### config.mk
export PLATFORM = sky130hd
export DESIGN_NAME = io_pin_mode_control
export DESIGN_NICKNAME = d
export VERILOG_FILES = /design/src/design/io_mode_pkg.sv /design/src/design/io_sync2.sv /design/src/design/io_drive_cell.sv /design/src/design/io_pin_mode_control.sv
export SDC_FILE = /design/constraint.sdc
export NUM_CORES = 1
export LEC_CHECK = 0
export ABC_AREA = 1
export CAP_MARGIN = 20
export CORE_MARGIN = 10
export CORE_UTILIZATION = 39
export CTS_BUF_LIST = sky130_fd_sc_hd__clkbuf_16
export DETAILED_ROUTE_END_ITERATION = 12
export DONT_BUFFER_PORTS = 1
export GPL_TIMING_DRIVEN = 0
export SLEW_MARGIN = 10
export SYNTH_ARGS = -nofsm -noshare
export SYNTH_HDL_FRONTEND = slang
export SYNTH_SLANG_ARGS = --single-unit
### constraint.sdc
create_clock -name REF_CLK -period 2.52 [get_ports REF_CLK]
set_input_delay 0 -clock REF_CLK [delete_from_list [all_inputs] [get_ports REF_CLK]]
set_output_delay 0 -clock REF_CLK [all_outputs]
set_load 0.05 [all_outputs]
### src/design/io_mode_pkg.sv
// constants and types shared by the pin mode control block
package io_mode_pkg;

    localparam int DW = 8;
    localparam int AW = 5;
    localparam int PW = 8;

    // register offsets
    localparam logic [AW-1:0] ADDR_P0_SEL_LO = 5'h00;
    localparam logic [AW-1:0] ADDR_P0_SEL_HI = 5'h01;
    localparam logic [AW-1:0] ADDR_P1_SEL_LO = 5'h02;
    localparam logic [AW-1:0] ADDR_P1_SEL_HI = 5'h03;
    localparam logic [AW-1:0] ADDR_P0_DATA   = 5'h04;
    localparam logic [AW-1:0] ADDR_P1_DATA   = 5'h05;
    localparam logic [AW-1:0] ADDR_P0_EDGE   = 5'h06;
    localparam logic [AW-1:0] ADDR_P1_EDGE   = 5'h07;
    localparam logic [AW-1:0] ADDR_P0_PULLUP = 5'h08;
    localparam logic [AW-1:0] ADDR_P1_PULLUP = 5'h09;
    localparam logic [AW-1:0] ADDR_P0_SINK   = 5'h0A;
    localparam logic [AW-1:0] ADDR_P1_SINK   = 5'h0B;
    localparam logic [AW-1:0] ADDR_P0_INPUT  = 5'h0C;
    localparam logic [AW-1:0] ADDR_P1_INPUT  = 5'h0D;
    localparam logic [AW-1:0] ADDR_AUX_IN    = 5'h0E;
    localparam logic [AW-1:0] ADDR_I2C_CTL   = 5'h0F;
    localparam logic [AW-1:0] ADDR_P0_COUNT  = 5'h10;
    localparam logic [AW-1:0] ADDR_P1_COUNT  = 5'h11;
    localparam logic [AW-1:0] ADDR_STATUS    = 5'h12;
    localparam logic [AW-1:0] ADDR_MASK      = 5'h13;

    // field positions
    localparam int CTL_I2C_EN_BIT  = 0;
    localparam int CTL_I2C_RX_BIT  = 1;
    localparam int AUX_CLKPIN_BIT  = 1;
    localparam int ST_P0_EVENT_BIT = 0;
    localparam int ST_P1_EVENT_BIT = 1;
    localparam int ST_CLKPIN_BIT   = 2;
    localparam int SCL_PIN_DEF     = 0;
    localparam int SDA_PIN_DEF     = 1;

    // reset values
    localparam logic [DW-1:0] SEL_LO_RST = 8'h00;
    localparam logic [DW-1:0] SEL_HI_RST = 8'hFF;
    localparam logic [DW-1:0] DATA_RST   = 8'hFF;
    localparam logic [DW-1:0] EDGE_RST   = 8'hFF;
    localparam logic [DW-1:0] ZERO_RST   = 8'h00;
    localparam logic [DW-1:0] ALL_ONES   = 8'hFF;

    // drive modes, {drive_select_high, drive_select_low}
    localparam logic [1:0] MODE_HIZ  = 2'h0;
    localparam logic [1:0] MODE_MED  = 2'h1;
    localparam logic [1:0] MODE_PULL = 2'h2;
    localparam logic [1:0] MODE_HIGH = 2'h3;

    typedef enum logic [1:0] {
        SINK_OFF  = 2'h0,
        SINK_LOW  = 2'h1,
        SINK_MED  = 2'h2,
        SINK_HIGH = 2'h3
    } sink_t;

    typedef struct packed {
        logic  o;
        logic  oe;
        logic  pu;
        sink_t sink;
    } pin_drive_t;

    localparam pin_drive_t DRIVE_RST = '{o: 1'b1, oe: 1'b0, pu: 1'b1, sink: SINK_OFF};

endpackage

### src/design/io_sync2.sv
// two-flop synchroniser for pin inputs
`timescale 1ns/100ps
`default_nettype none
module io_sync2 #(
    parameter int W = 8
) (
    input  wire logic         clk,
    input  wire logic         nrst,
    input  wire logic [W-1:0] d,
    output var  logic [W-1:0] q
);
    logic [W-1:0] meta_r;

    // ones at reset match the pulled-up idle level, so no false edge
    always_ff @(posedge clk) begin
        if (!nrst) begin
            meta_r <= '1;
            q      <= '1;
        end else begin
            meta_r <= d;
            q      <= meta_r;
        end
    end
endmodule
`default_nettype wire

### src/design/io_drive_cell.sv
// one pin: mode and data level to registered pad drive controls
`timescale 1ns/100ps
`default_nettype none
module io_drive_cell (
    input  wire logic                    clk,
    input  wire logic                    nrst,
    input  wire logic [1:0]              mode,
    input  wire logic                    data,
    output var  io_mode_pkg::pin_drive_t drive_r
);
    io_mode_pkg::pin_drive_t drive_nxt;

    always_comb begin
        drive_nxt = io_mode_pkg::DRIVE_RST;
        case (mode)
            io_mode_pkg::MODE_HIZ: begin
                drive_nxt = '{o: data, oe: 1'b0, pu: 1'b0, sink: io_mode_pkg::SINK_OFF};
            end
            io_mode_pkg::MODE_MED: begin
                drive_nxt = data ? '{o: 1'b1, oe: 1'b1, pu: 1'b0, sink: io_mode_pkg::SINK_OFF}
                                 : '{o: 1'b0, oe: 1'b1, pu: 1'b0, sink: io_mode_pkg::SINK_MED};
            end
            io_mode_pkg::MODE_PULL: begin
                drive_nxt = data ? '{o: 1'b1, oe: 1'b0, pu: 1'b1, sink: io_mode_pkg::SINK_OFF}
                                 : '{o: 1'b0, oe: 1'b1, pu: 1'b0, sink: io_mode_pkg::SINK_LOW};
            end
            io_mode_pkg::MODE_HIGH: begin
                drive_nxt = data ? '{o: 1'b1, oe: 1'b1, pu: 1'b0, sink: io_mode_pkg::SINK_OFF}
                                 : '{o: 1'b0, oe: 1'b1, pu: 1'b0, sink: io_mode_pkg::SINK_HIGH};
            end
            default: begin
                drive_nxt = io_mode_pkg::DRIVE_RST;
            end
        endcase
    end

    always_ff @(posedge clk) begin
        if (!nrst) begin
            drive_r <= io_mode_pkg::DRIVE_RST;
        end else begin
            drive_r <= drive_nxt;
        end
    end
endmodule
`default_nettype wire

### src/design/io_pin_mode_control.sv
// per-pin drive mode control for two general-purpose io ports
//
// Function
// - each pin keeps its own two mode bits, so changing one pin leaves the others alone.
// - mode 00 is hi-z, 01 medium sink with active high, 10 low sink with pull-up, 11 high sink.
// - after power-up every pin sits in mode 2 and is driven high through the pull-up.
// - the obsolete pull-up and sink-current setups are accepted but change nothing.
// - each of the four mode setups writes its value into the matching mode bits of its port.
// - with i2c active the clock and data pins use mode 1, or mode 2 while receiving.
// - the per-port edge setup picks which input edge the event counter of that port counts.
// - the former clock pin is a plain input read back in bit 1 of the auxiliary input byte.
//
// The placing of the registers and the address-and-strobe port are this design's own decisions.
`timescale 1ns/100ps
`default_nettype none
module io_pin_mode_control #(
    parameter int W       = io_mode_pkg::PW,
    parameter int SCL_PIN = io_mode_pkg::SCL_PIN_DEF,
    parameter int SDA_PIN = io_mode_pkg::SDA_PIN_DEF
) (
    input  wire logic                            REF_CLK,
    input  wire logic                            NRST,
    input  wire logic [io_mode_pkg::AW-1:0]      ADDR,
    input  wire logic [io_mode_pkg::DW-1:0]      WDATA,
    input  wire logic                            WR,
    input  wire logic                            RD,
    output var  logic [io_mode_pkg::DW-1:0]      RDATA,
    input  wire logic [W-1:0]                    P0_IN,
    input  wire logic [W-1:0]                    P1_IN,
    input  wire logic                            CLK_PIN_IN,
    output var  io_mode_pkg::pin_drive_t [W-1:0] P0_PIN,
    output var  io_mode_pkg::pin_drive_t [W-1:0] P1_PIN,
    output var  logic                            IRQ
);
    // register state, index 0 is port 0
    logic [1:0][W-1:0] sel_lo_r;
    logic [1:0][W-1:0] sel_hi_r;
    logic [1:0][W-1:0] data_r;
    logic [1:0][W-1:0] edge_r;
    logic [1:0][7:0]   count_r;
    logic [7:0]        ctl_r;
    logic [7:0]        status_r;
    logic [7:0]        mask_r;
    logic [7:0]        rdata_r;
    logic              irq_r;

    // synchronised inputs and their previous values
    logic [1:0][W-1:0] pin_s;
    logic [1:0][W-1:0] pin_prev_r;
    logic              clkpin_s;
    logic              clkpin_prev_r;

    // write decode
    wire [1:0] sel_lo_we;
    wire [1:0] sel_hi_we;
    wire [1:0] data_we;
    wire [1:0] edge_we;
    wire [1:0] count_we;
    wire       ctl_we;
    wire       mask_we;
    wire       status_rd;

    assign sel_lo_we[0] = WR && (ADDR == io_mode_pkg::ADDR_P0_SEL_LO);
    assign sel_hi_we[0] = WR && (ADDR == io_mode_pkg::ADDR_P0_SEL_HI);
    assign sel_lo_we[1] = WR && (ADDR == io_mode_pkg::ADDR_P1_SEL_LO);
    assign sel_hi_we[1] = WR && (ADDR == io_mode_pkg::ADDR_P1_SEL_HI);
    assign data_we[0]   = WR && (ADDR == io_mode_pkg::ADDR_P0_DATA);
    assign data_we[1]   = WR && (ADDR == io_mode_pkg::ADDR_P1_DATA);
    assign edge_we[0]   = WR && (ADDR == io_mode_pkg::ADDR_P0_EDGE);
    assign edge_we[1]   = WR && (ADDR == io_mode_pkg::ADDR_P1_EDGE);
    assign count_we[0]  = WR && (ADDR == io_mode_pkg::ADDR_P0_COUNT);
    assign count_we[1]  = WR && (ADDR == io_mode_pkg::ADDR_P1_COUNT);
    assign ctl_we       = WR && (ADDR == io_mode_pkg::ADDR_I2C_CTL);
    assign mask_we      = WR && (ADDR == io_mode_pkg::ADDR_MASK);
    assign status_rd    = RD && (ADDR == io_mode_pkg::ADDR_STATUS);
    // legacy pull-up and sink setups decode to no write enable at all,
    // so the bus takes them like any store and nothing moves

    // input synchronisers
    io_sync2 #(
        .W (W)
    ) u_sync_p0 (
        .clk  (REF_CLK),
        .nrst (NRST),
        .d    (P0_IN),
        .q    (pin_s[0])
    );

    io_sync2 #(
        .W (W)
    ) u_sync_p1 (
        .clk  (REF_CLK),
        .nrst (NRST),
        .d    (P1_IN),
        .q    (pin_s[1])
    );

    io_sync2 #(
        .W (1)
    ) u_sync_clkpin (
        .clk  (REF_CLK),
        .nrst (NRST),
        .d    (CLK_PIN_IN),
        .q    (clkpin_s)
    );

    // i2c override of the two bus pins on port 0
    wire       i2c_on  = ctl_r[io_mode_pkg::CTL_I2C_EN_BIT];
    wire       i2c_rx  = ctl_r[io_mode_pkg::CTL_I2C_RX_BIT];
    wire [1:0] i2c_mode = i2c_rx ? io_mode_pkg::MODE_PULL : io_mode_pkg::MODE_MED;

    // per-pin mode selection and pad drive
    genvar p;
    genvar i;
    generate
        for (p = 0; p < 2; p++) begin : g_port
            for (i = 0; i < W; i++) begin : g_pin
                wire       is_bus_pin = (p == 0) && ((i == SCL_PIN) || (i == SDA_PIN));
                wire [1:0] own_mode   = {sel_hi_r[p][i], sel_lo_r[p][i]};
                wire [1:0] eff_mode   = (is_bus_pin && i2c_on) ? i2c_mode : own_mode;
                io_mode_pkg::pin_drive_t drive;

                io_drive_cell u_cell (
                    .clk     (REF_CLK),
                    .nrst    (NRST),
                    .mode    (eff_mode),
                    .data    (data_r[p][i]),
                    .drive_r (drive)
                );

                if (p == 0) begin : g_p0
                    assign P0_PIN[i] = drive;
                end else begin : g_p1
                    assign P1_PIN[i] = drive;
                end
            end
        end
    endgenerate

    // edge detection for the event counters
    wire [1:0][W-1:0] rise;
    wire [1:0][W-1:0] fall;
    wire [1:0]        hit;
    wire              clkpin_edge = clkpin_s ^ clkpin_prev_r;

    assign rise[0] = pin_s[0] & ~pin_prev_r[0];
    assign rise[1] = pin_s[1] & ~pin_prev_r[1];
    assign fall[0] = ~pin_s[0] & pin_prev_r[0];
    assign fall[1] = ~pin_s[1] & pin_prev_r[1];
    // a one in the edge register picks the rising edge, a zero the falling
    assign hit[0]  = |((rise[0] & edge_r[0]) | (fall[0] & ~edge_r[0]));
    assign hit[1]  = |((rise[1] & edge_r[1]) | (fall[1] & ~edge_r[1]));

    // sticky event status: a set in the clearing cycle survives
    wire [7:0] status_set;
    wire [7:0] status_keep;
    wire [7:0] status_nxt;
    wire [7:0] mask_nxt;

    assign status_set  = {5'h00, clkpin_edge, hit[1], hit[0]};
    assign status_keep = status_rd ? io_mode_pkg::ZERO_RST : status_r;
    assign status_nxt  = status_keep | status_set;
    assign mask_nxt    = mask_we ? WDATA : mask_r;

    // count writes load the value; counters wrap silently at 255
    wire [1:0][7:0] count_nxt;

    assign count_nxt[0] = count_we[0] ? WDATA : (hit[0] ? count_r[0] + 8'h01 : count_r[0]);
    assign count_nxt[1] = count_we[1] ? WDATA : (hit[1] ? count_r[1] + 8'h01 : count_r[1]);

    // read selection
    wire [7:0] aux_in;
    wire [7:0] rd_mux;

    assign aux_in = {6'h00, clkpin_s, 1'b0};
    assign rd_mux =
        (ADDR == io_mode_pkg::ADDR_P0_SEL_LO) ? sel_lo_r[0] :
        (ADDR == io_mode_pkg::ADDR_P0_SEL_HI) ? sel_hi_r[0] :
        (ADDR == io_mode_pkg::ADDR_P1_SEL_LO) ? sel_lo_r[1] :
        (ADDR == io_mode_pkg::ADDR_P1_SEL_HI) ? sel_hi_r[1] :
        (ADDR == io_mode_pkg::ADDR_P0_DATA)   ? data_r[0]   :
        (ADDR == io_mode_pkg::ADDR_P1_DATA)   ? data_r[1]   :
        (ADDR == io_mode_pkg::ADDR_P0_EDGE)   ? edge_r[0]   :
        (ADDR == io_mode_pkg::ADDR_P1_EDGE)   ? edge_r[1]   :
        (ADDR == io_mode_pkg::ADDR_P0_INPUT)  ? pin_s[0]    :
        (ADDR == io_mode_pkg::ADDR_P1_INPUT)  ? pin_s[1]    :
        (ADDR == io_mode_pkg::ADDR_AUX_IN)    ? aux_in      :
        (ADDR == io_mode_pkg::ADDR_I2C_CTL)   ? ctl_r       :
        (ADDR == io_mode_pkg::ADDR_P0_COUNT)  ? count_r[0]  :
        (ADDR == io_mode_pkg::ADDR_P1_COUNT)  ? count_r[1]  :
        (ADDR == io_mode_pkg::ADDR_STATUS)    ? status_r    :
        (ADDR == io_mode_pkg::ADDR_MASK)      ? mask_r      :
        io_mode_pkg::ZERO_RST; // legacy setups and unmapped read zero

    // mode bits
    always_ff @(posedge REF_CLK) begin
        if (!NRST) begin
            sel_lo_r <= {2{io_mode_pkg::SEL_LO_RST}};
            sel_hi_r <= {2{io_mode_pkg::SEL_HI_RST}};
        end else begin
            if (sel_lo_we[0]) sel_lo_r[0] <= WDATA;
            if (sel_lo_we[1]) sel_lo_r[1] <= WDATA;
            if (sel_hi_we[0]) sel_hi_r[0] <= WDATA;
            if (sel_hi_we[1]) sel_hi_r[1] <= WDATA;
        end
    end

    // output levels, edge choice, i2c control
    always_ff @(posedge REF_CLK) begin
        if (!NRST) begin
            data_r <= {2{io_mode_pkg::DATA_RST}};
            edge_r <= {2{io_mode_pkg::EDGE_RST}};
            ctl_r  <= io_mode_pkg::ZERO_RST;
        end else begin
            if (data_we[0]) data_r[0] <= WDATA;
            if (data_we[1]) data_r[1] <= WDATA;
            if (edge_we[0]) edge_r[0] <= WDATA;
            if (edge_we[1]) edge_r[1] <= WDATA;
            if (ctl_we)     ctl_r     <= WDATA & 8'h03;
        end
    end

    // edge history and counters
    always_ff @(posedge REF_CLK) begin
        if (!NRST) begin
            pin_prev_r    <= {2{io_mode_pkg::ALL_ONES}};
            clkpin_prev_r <= 1'b1;
            count_r       <= {2{io_mode_pkg::ZERO_RST}};
        end else begin
            pin_prev_r    <= pin_s;
            clkpin_prev_r <= clkpin_s;
            count_r       <= count_nxt;
        end
    end

    // interrupt status, mask and line
    always_ff @(posedge REF_CLK) begin
        if (!NRST) begin
            status_r <= io_mode_pkg::ZERO_RST;
            mask_r   <= io_mode_pkg::ZERO_RST;
            irq_r    <= 1'b0;
        end else begin
            status_r <= status_nxt;
            mask_r   <= mask_nxt;
            irq_r    <= |(status_nxt & mask_nxt);
        end
    end

    // read data only in the cycle after the strobe
    always_ff @(posedge REF_CLK) begin
        if (!NRST) begin
            rdata_r <= io_mode_pkg::ZERO_RST;
        end else begin
            rdata_r <= RD ? rd_mux : io_mode_pkg::ZERO_RST;
        end
    end

    assign RDATA = rdata_r;
    assign IRQ   = irq_r;
endmodule
`default_nettype wire

==> flow_metrics.env, run 1 <==
export IMPL_worst_pin_slew_ns=0.859
export IMPL_cts_sinks=238
export IMPL_route_detailed_drc=0
export IMPL_crit_chain="dlygate4sd3_1 -> nor2_4 -> nand2_2 -> dlygate4sd3_1 -> nor2_4 -> inv_1 -> nor2_2 -> buf_2 -> o21ai_0 -> a21oi_1"
export IMPL_syn_inst=1076
export IMPL_cp_end_kind="flip-flop"
export IMPL_layout_nets=1174
export IMPL_max_stage_delay_ns=0.61
export IMPL_finalCriticalPeriod_ns=2.33
export IMPL_fp_dieH_um=170
export IMPL_clock_latency_ns=0.53
export IMPL_syn_cell_area_mm2=0.00880
export IMPL_worstPathRequired_ns=2.97
export IMPL_run_status="complete, no violations"
export IMPL_grt_pass1_wl_um=41500
export IMPL_io_buffers=0
export IMPL_routed_wl_um=27400
export IMPL_min_period_over_period_pct=92.5
export IMPL_place_congestion=0.918
export IMPL_syn_area_per_cell_um2=8.18
export IMPL_rr_worst_depth=9
export IMPL_clock_root_buffer="clkbuf_16"
export IMPL_drtIter0Drc=756
export IMPL_fin_area_mm2=0.0103
export IMPL_area_delta_synth_final_pct=17.1
export IMPL_start_kind="input port"
export IMPL_tritoncts="done"
export IMPL_dpl_cell_area_mm2=0.00916
export IMPL_finalClockSkew_ns=0.0247
export IMPL_num_rows=54
export IMPL_core_area_mm2=0.0220
export IMPL_htreeDepth=1
export IMPL_fp_dieW_um=170
export IMPL_cts_hold_buf=35
export IMPL_grt_overflow_total=0
export IMPL_drive_above_1_share_pct=11.0
export IMPL_slew_viol_final=0
export IMPL_antenna_found_initial=1
export IMPL_async_flop_share_pct=0
export IMPL_wl_per_cell_um=19.1
export IMPL_fmax_mhz=429
export IMPL_rsz0062_at_grt="false"
export IMPL_total_leakage_power_uw=0.00454
export IMPL_syn_num_nets=1112
export IMPL_grt_use_total_pct=18.4
export IMPL_finalWorstSetupSlack_ns=0.189
export IMPL_power_density_mw_per_mm2=781
export IMPL_ctsResizeCount=0
export IMPL_hpwl_um=19900
export IMPL_worstPathArrival_ns=2.78
export IMPL_hold_slack_ns=0.0239
export IMPL_synth_edff_count=0
export IMPL_cts_max_path_buffers=3
export IMPL_ff_latch_area_mm2=0.00476
export IMPL_yosysWarnings=0
export IMPL_vias_per_cell=5.17
export IMPL_initial_utilization_pct=40.0
export IMPL_dr_pass1_iters=5
export IMPL_slew_headroom_pct=42.7
export IMPL_multi_input_area_mm2=0.00345
export IMPL_path_max_fanout=10
export IMPL_clk_pin_slew_ns=0.06
export IMPL_grt_pass1_vias=7059
export IMPL_fill_cells=2167
export IMPL_post_cts_buffers=0
export IMPL_cts_made_buffers=25
export IMPL_hp_class="in -> reg"
export IMPL_ys_ff_latch=238
export IMPL_crit_path_top_delay_cell="dlygate4sd3_1"
export IMPL_yosysUniqueCellTypes=37
export IMPL_grt_start_max_net_pins=15
export IMPL_die_area_mm2=0.0290
export IMPL_dpl_worst_slack_ns=0.664
export IMPL_vdd_ir_drop_max_mv=0.382
export IMPL_hold_viol_final=0
export IMPL_synthFlopType="dfxtp_1"
export IMPL_vias=7428
export IMPL_ioPinCount=123
export IMPL_setup_viol=0
export IMPL_setup_tns_final_ns=0
export IMPL_whs_path_depth=7
export IMPL_path_class="in -> reg"
export IMPL_synth_seq_area_share_pct=54.1
export IMPL_max_cap_violations=0
export IMPL_drtAntennaViolNets=0
[cells by family (layout without fill, tap and decap cells)]
family                     after synthesis  in the layout  share of synthesized area (%)
AOI/OAI and AO/OA                      209            209                           14.0
xor gates and xnor gates                11             11                           1.09
adders and majority gates                2              2                          0.284
buffers and inverters                  153            232                           6.74
DFF                                    238            238                           54.1
other                                    0              2                              0
and+or+nand+nor                        463            463                           23.8
[path summary, 6_finish.rpt]
path | to | start | slack [ns]
setup / recovery | g_port[0].g_pin[7].eff_mode[0]$_SDFFE_PN0P_ | ADDR[2] | 0.19
hold / removal | count_r[5]$_SDFFE_PN0P_ | ADDR[3] | 0.02
setup reg to reg | count_r[3]$_SDFFE_PN0P_ | u_sync_p0.q[7]$_SDFF_PN1_ | 0.67
hold reg to reg | u_sync_p0.q[4]$_SDFF_PN1_ | u_sync_p0.meta_r[4]$_SDFF_PN1_ | 0.41
[synth_stat cells, drive strengths merged (3+ instances only)]
cell | count | area, µm²
clkbuf | 21 | 78.8
nor2 | 119 | 538
o22ai | 26 | 163
buf | 6 | 41.3
o211ai | 38 | 285
nor3 | 10 | 50.1
xor2 | 5 | 43.8
inv | 126 | 473
nand3 | 32 | 160
o21ai | 65 | 325
nand4 | 19 | 119
or2 | 46 | 288
o31ai | 6 | 45.0
nand2 | 231 | 885
dfxtp | 238 | 4760
xnor2 | 6 | 52.6
nand3b | 4 | 42.5
a22oi | 3 | 22.5
a21oi | 55 | 275
a31oi | 9 | 56.3
[metal layers]
metal | up-vias | share of wire, % | GRT usage [%]
met4 | 2 | 3.1 | 6.64
met3 | 56 | 8.8 | 4.00
met2 | 304 | 45 | 29.9
met5 | - | 0.044 | 0
met1 | 3419 | 43 | 23.6
li1 | 3647 | - | -
[power by group]
part	internal (µW)	total, µW	switching [µW]
Combinational	150	468	318
Sequential	3850	3970	126
Clock	2110	3610	1500
Total	6110	8060	1950
[placed cells by master, fill, tap and decap left out, types with 13 or more instances in the layout]
cell type,count
o22ai_1,26
nor2_1,100
or2_2,46
inv_2,13
o21ai_0,57
inv_1,117
nand3_1,32
dlygate4sd3_1,35
o211ai_1,38
nand2_1,226
dfxtp_1,238
clkbuf_16,25
a21oi_1,55
clkbuf_1,21
nand4_1,19
[final cells by class]
type / instances / area share [%]
Sequential cell: 238 / 46.2
Multi-Input combinational cell: 685 / 33.4
Clock buffer: 25 / 6.07
Inverter: 126 / 4.59
Timing Repair Buffer: 35 / 3.40
Tap cell: 280 / 3.40
Clock inverter: 19 / 1.69
Buffer: 27 / 1.17
Antenna cell: 2 / 0.0485
[sequential cells by signal, indices dropped and copies added (netlist names), 2 cells and up]
register and count:
g_port.g_pin.u_cell.drive_r 80, g_port.g_pin.eff_mode 28, count_r 16, data_r 16
edge_r 16, pin_prev_r 16, RDATA 8, mask_r 8
status_r 8, u_sync_p0.meta_r 8, u_sync_p0.q 8, u_sync_p1.meta_r 8
u_sync_p1.q 8, g_port.g_pin.own_mode 4, ctl_r 2
[critical path, delay by kind of cell]
family	cells	cell delay, ns
AO/OA/AOI/OAI	2	0.26
buffers and inverters	4	1.68
AND/OR/NAND/NOR	4	0.84
[through the flow]
step | total power, µW | cells | utilization, %
2_1_floorplan | 4300 | 1076 | -
3_3_place_gp | 4440 | 1356 | 41.6
3_5_place_dp | 4440 | 1356 | 41.6
4_1_cts | 8110 | 1435 | 46.8
5_1_grt | 8340 | 1435 | 46.8
6_report | 8060 | 1437 | 46.8
No activity file was read; power rests on OpenSTA's default activity.
==> run 2, diff against run 1 <==
--- a/config.mk
+++ b/config.mk
@@ -6,5 +6,4 @@
 export NUM_CORES = 1
 export LEC_CHECK = 0
-export ABC_AREA = 1
 export CAP_MARGIN = 20
 export CORE_MARGIN = 10
==> constraint.sdc (replaced) <==
create_clock -name REF_CLK -period 2.52 [get_ports REF_CLK]
set_input_delay 0 -clock REF_CLK [delete_from_list [all_inputs] [get_ports REF_CLK]]
set_output_delay 0 -clock REF_CLK [all_outputs]
set_load 0.01 [all_outputs]
==> flow_metrics.env, run 2 <==
export IMPL_cts_hold_buf=30
export IMPL_antenna_found_initial=0
export IMPL_finalCriticalPeriod_ns=2.34
export IMPL_worst_pin_slew_ns=0.965
export IMPL_routed_wl_um=30200
export IMPL_fill_cells=2274
export IMPL_ys_ff_latch=238
export IMPL_grt_start_max_net_pins=15
export IMPL_clk_pin_slew_ns=0.06
export IMPL_power_share_combinational_pct=7.0
export IMPL_slew_headroom_pct=35.2
export IMPL_num_rows=56
export IMPL_final_common_cell="dfxtp_1"
export IMPL_drive_above_1_share_pct=7.00
export IMPL_min_period_over_period_pct=92.9
export IMPL_grt_overflow_total=0
export IMPL_syn_cell_area_mm2=0.00923
export IMPL_synth_top_area_share_pct=51.6
export IMPL_vias_per_cell=5.44
export IMPL_cp_end_kind="flip-flop"
export IMPL_initial_utilization_pct=39.5
export IMPL_path_max_fanout=8
export IMPL_vdd_ir_drop_max_mv=0.686
export IMPL_dr_pass1_iters=5
export IMPL_dpl_cell_area_mm2=0.00963
export IMPL_async_flop_share_pct=0
export IMPL_fp_dieW_um=174
export IMPL_worstPathRequired_ns=2.91
export IMPL_drtAntennaViolNets=0
export IMPL_multi_input_area_mm2=0.00409
export IMPL_core_area_mm2=0.0234
export IMPL_worstPathArrival_ns=2.73
export IMPL_hp_class="in -> reg"
export IMPL_yosys_top_cells_area="dfxtp_1, nand2_1, mux2i_1"
export IMPL_synth_edff_count=0
export IMPL_fin_area_mm2=0.0107
export IMPL_vias=7642
export IMPL_run_status="complete, no violations"
export IMPL_switching_share_pct=24.5
export IMPL_ff_latch_area_mm2=0.00476
export IMPL_grt_pass1_wl_um=45600
export IMPL_finalClockSkew_ns=0.0180
export IMPL_grt_pass1_vias=7334
export IMPL_p_clk_share_pct=43.3
export IMPL_max_cap_violations=0
export IMPL_crit_path_top_delay_cell="nor4_2"
export IMPL_syn_area_per_cell_um2=9.12
export IMPL_route_detailed_drc=0
export IMPL_grt_use_total_pct=19.2
export IMPL_start_kind="flip-flop"
export IMPL_max_stage_delay_ns=0.87
export IMPL_cts_sinks=238
export IMPL_seqPwrFrac_pct=49.8
export IMPL_synth_area_leader_cell="dfxtp_1"
export IMPL_slew_viol_final=0
export IMPL_fp_dieH_um=174
export IMPL_cts_max_path_buffers=3
export IMPL_layout_common_cells="dfxtp_1, nand2_1, nor2_1, nand2b_1, o21ai_0"
export IMPL_hold_viol_final=0
export IMPL_synthFlopType="dfxtp_1"
export IMPL_die_area_mm2=0.0302
export IMPL_hpwl_um=21900
export IMPL_ctsResizeCount=0
export IMPL_htreeDepth=1
export IMPL_largest_register="g_port.g_pin.u_cell.drive_r"
export IMPL_yosysUniqueCellTypes=62
export IMPL_io_buffers=0
export IMPL_place_congestion=1.00
export IMPL_ioPinCount=123
export IMPL_power_density_mw_per_mm2=737
export IMPL_largest_reg_flops=80
export IMPL_synth_seq_area_share_pct=51.6
export IMPL_rsz0062_at_grt="false"
export IMPL_wl_per_cell_um=21.5
export IMPL_drtIter0Drc=691
export IMPL_path_class="reg -> reg"
export IMPL_yosysWarnings=0
export IMPL_cts_made_buffers=25
export IMPL_fmax_mhz=427
export IMPL_clock_latency_ns=0.52
export IMPL_synth_most_common_cell="dfxtp_1"
export IMPL_total_leakage_power_uw=0.00447
export IMPL_clock_root_buffer="clkbuf_16"
export IMPL_tritoncts="done"
export IMPL_post_cts_buffers=0
export IMPL_area_delta_synth_final_pct=15.7
export IMPL_yosys_top_cells_count="dfxtp_1, nand2_1, nor2_1"
export IMPL_antenna_cells=0
export IMPL_syn_inst=1013
export IMPL_syn_num_nets=1049
export IMPL_p_int_uw=5940
export IMPL_setup_viol=0
export IMPL_layout_nets=1106
export IMPL_crit_chain="and3b_1 -> a21oi_1 -> o211ai_1 -> nor4_2 -> nand2_1 -> a221o_1"
export IMPL_setup_tns_final_ns=0
export IMPL_p_switching_uw=1930
-- run 2: layer usage --
metal	routed length, µm	up-vias	track usage (%)
met2	14100	355	31.6
met3	2560	74	4.01
met4	1090	0	7.16
met1	12500	3606	24.3
li1	-	3607	-
met5	0	-	0
-- run 2: cell families (layout without fill, tap and decap cells) --
family | Yosys count | count (layout) | share of synthesized area [%]
AO/OA/AOI/OAI | 186 | 186 | 13.0
XOR/XNOR | 3 | 3 | 0.285
adder cells (fa/ha/maj) | 2 | 2 | 0.271
buffers and inverters | 95 | 168 | 4.11
flip-flops | 238 | 238 | 51.6
multiplexers | 57 | 57 | 7.63
AND/OR/NAND/NOR | 432 | 432 | 23.2
-- run 2: worst paths after layout --
kind	start	endpoint	slack, ns	cells after the start
max	edge_r[1]$_SDFFE_PN1P_	IRQ$_SDFF_PN0_	0.18	6
min	WDATA[5]	IRQ$_SDFF_PN0_	0.01	4
max reg2reg	edge_r[1]$_SDFFE_PN1P_	IRQ$_SDFF_PN0_	0.18	6
min reg2reg	u_sync_p0.meta_r[0]$_SDFF_PN1_	u_sync_p0.q[0]$_SDFF_PN1_	0.40	1
-- run 2: power by group through the flow --
stage               Sequential (µW)  Clock [µW]  Combinational, µW
finish                         3920        3410                548
global route                   3930        3620                589
CTS                            3920        3470                539
detailed placement             4000           0                497
global placement               4000           0                494
floorplan                      3970           0                337
-- run 2: worst max-delay path, delay by kind of cell (launching register included) --
family             cells  cell delay (ns)
AOI/OAI and AO/OA      3             0.67
and+or+nand+nor        3             1.20
DFF                    1             0.35
-- run 2: area by class of cell --
class	instances	area share (%)
Timing Repair Buffer	30	2.81
Buffer	63	2.42
Tap cell	319	3.74
Sequential cell	238	44.6
Clock buffer	25	5.86
Inverter	32	1.12
Clock inverter	18	1.15
Multi-Input combinational cell	680	38.3
-- run 2: per-stage QoR --
stage                     cells  utilization, %  power (µW)  setup slack, ns  hold WS (ns)
after floorplan            1013               -        4310            0.611         0.101
after global placement     1332            41.2        4490           0.0711         0.103
after detailed placement   1332            41.2        4500           0.0467         0.105
after CTS                  1405            45.6        7920            0.161       0.00363
after global routing       1405            45.6        8130           0.0592        0.0226
final                      1405            45.6        7870            0.180       0.00999
==> run 3, diff against run 2 <==
- CELL_PAD_IN_SITES_DETAIL_PLACEMENT: not set -> 0
- CELL_PAD_IN_SITES_GLOBAL_PLACEMENT: not set -> 1
- PLACE_DENSITY_LB_ADDON: not set -> 0.1
==> flow_metrics.env, run 3 (synthesis gave the netlist of run 2 again) <==
export IMPL_run_status="complete, no violations"
export IMPL_grt_pass1_wl_um=47100
export IMPL_cp_end_kind="flip-flop"
export IMPL_hp_class="in -> reg"
export IMPL_total_leakage_power_uw=0.00455
export IMPL_vias_per_cell=5.36
export IMPL_wl_per_cell_um=22.3
export IMPL_clock_latency_ns=0.53
export IMPL_grt_pass1_vias=7404
export IMPL_cts_max_path_buffers=3
export IMPL_clk_pin_slew_ns=0.06
export IMPL_slew_viol_final=0
export IMPL_drtIter0Drc=617
export IMPL_worstPathArrival_ns=2.82
export IMPL_grt_start_max_net_pins=14
export IMPL_crit_chain="and3b_1 -> a21oi_1 -> o211ai_1 -> nor4_2 -> nand2_1 -> a221o_1"
export IMPL_cts_made_buffers=26
export IMPL_timing_rr_start="edge_r[1]$_SDFFE_PN1P_"
export IMPL_path_max_fanout=8
export IMPL_max_cap_violations=0
export IMPL_setup_viol=0
export IMPL_layout_common_cells="dfxtp_1, nand2_1, nor2_1, nand2b_1, o21ai_0"
export IMPL_drive_above_1_share_pct=7.24
export IMPL_post_cts_buffers=0
export IMPL_path_class="reg -> reg"
export IMPL_finalWorstSetupSlack_ns=0.101
export IMPL_routed_wl_um=31400
export IMPL_start_kind="flip-flop"
export IMPL_dr_pass1_iters=5
export IMPL_dpl_cell_area_mm2=0.00963
export IMPL_vdd_ir_drop_max_mv=0.498
export IMPL_max_stage_delay_ns=0.90
export IMPL_fin_area_mm2=0.0108
export IMPL_worst_pin_slew_ns=1.00
export IMPL_fill_cells=2319
export IMPL_clock_root_buffer="clkbuf_16"
export IMPL_layout_nets=1108
export IMPL_largest_register="g_port.g_pin.u_cell.drive_r"
export IMPL_core_area_mm2=0.0234
export IMPL_crit_family="simple AND/OR/NAND/NOR gates"
export IMPL_finalClockSkew_ns=0.0142
export IMPL_cts_sinks=238
export IMPL_io_buffers=0
export IMPL_worstPathRequired_ns=2.92
export IMPL_min_period_over_period_pct=96.0
export IMPL_crit_path_top_delay_cell="nor4_2"
export IMPL_initial_utilization_pct=39.5
export IMPL_num_rows=56
export IMPL_fmax_mhz=413
export IMPL_largest_reg_flops=80
export IMPL_utilization_pct=46.3
export IMPL_finalCriticalPeriod_ns=2.42
export IMPL_hold_viol_final=0
export IMPL_endpoint="IRQ$_SDFF_PN0_"
export IMPL_htreeDepth=1
export IMPL_cp_num_cells=6
export IMPL_route_detailed_drc=0
export IMPL_final_common_cell="dfxtp_1"
export IMPL_power_density_mw_per_mm2=780
export IMPL_area_delta_synth_final_pct=17.5
export IMPL_rsz0062_at_grt="false"
export IMPL_fp_dieH_um=174
export IMPL_vias=7556
export IMPL_reg2reg_to="IRQ$_SDFF_PN0_"
export IMPL_r2r_setup_slack_ns=0.10
export IMPL_drtAntennaViolNets=0
export IMPL_fp_dieW_um=174
export IMPL_grt_overflow_total=0
export IMPL_path_buf_inv=0
export IMPL_slew_headroom_pct=32.6
export IMPL_die_area_mm2=0.0302
export IMPL_antenna_cells=0
export IMPL_hpwl_um=22700
export IMPL_tritoncts="done"
export IMPL_ioPinCount=123
export IMPL_grt_use_total_pct=20.0
export IMPL_dpl_worst_slack_ns=-0.0381
export IMPL_rr_worst_depth=6
export IMPL_place_congestion=0.928
export IMPL_crit_start="edge_r[1]$_SDFFE_PN1P_"
export IMPL_antenna_found_initial=0
==> run 3: changes by cell type in the layout (fill, tap and decap cells not counted), moves of 2 or more <==
cell / delta
clkbuf_16: +2
clkinv_2: -3
bufinv_16: +4
inv_1: +3
==> run 3: layout make-up <==
cell class	instances	area (µm²)	area share [%]
buffer	63	259	2.39
clock buffer	27	676	6.23
clock inverter	20	226	2.09
inverter	32	120	1.11
multi-input combinational	680	4090	37.7
sequential	238	4770	43.9
tap	319	399	3.68
timing repair buffer	31	310	2.86
==> run 3: worst min-delay path by stage <==
stage,from,endpoint,slack [ns],cells after the start
2_1_floorplan,CLK_PIN_IN,u_sync_clkpin.meta_r$_SDFF_PN1_,0.10,1
3_3_place_gp,P1_IN[7],u_sync_p1.meta_r[7]$_SDFF_PN1_,0.10,1
3_5_place_dp,P1_IN[5],u_sync_p1.meta_r[5]$_SDFF_PN1_,0.11,1
4_1_cts,ADDR[2],RDATA[1]$_SDFF_PN0_,0.003,3
5_1_grt,ADDR[2],mask_r[0]$_SDFF_PN0_,0.04,5
6_report,ADDR[2],mask_r[0]$_SDFF_PN0_,0.04,5
==> run 3: per-stage QoR <==
stage               hold slack [ns]  instances  setup TNS (ns)  power (µW)
floorplan                     0.101       1013               0        4310
global placement              0.102       1332          -0.145        4510
finish                       0.0388       1410               0        8460
CTS                         0.00308       1410               0        8530
global route                 0.0435       1410               0        8740
detailed placement            0.105       1332          -0.154        4510
==> run 3: layer usage <==
metal	GRT usage, %	up-vias	part of all wire [%]
li1	-	3611	-
met3	3.86	52	6.6
met2	34.8	273	49
met4	5.84	0	2.5
met5	0	-	0
met1	24.6	3620	42
==> run 3: what timing repair did <==
item	in CTS	in global routing
gates resized for setup	0	1
setup endpoints to repair	0	1
hold buffers	31	0
hold endpoints to repair	43	0
==> run 3: power breakdown <==
group          switching, µW  internal (µW)
combinational            360            197
clock                   1540           2440
sequential              75.7           3840
total                   1980           6480
==> run 3: tightest hold or removal path, stage by stage <==
cell and delay [ns]:
or3b_1 0.08, buf_2 0.19, nor2_8 0.08, nand2_1 0.07, a21oi_1 0.08
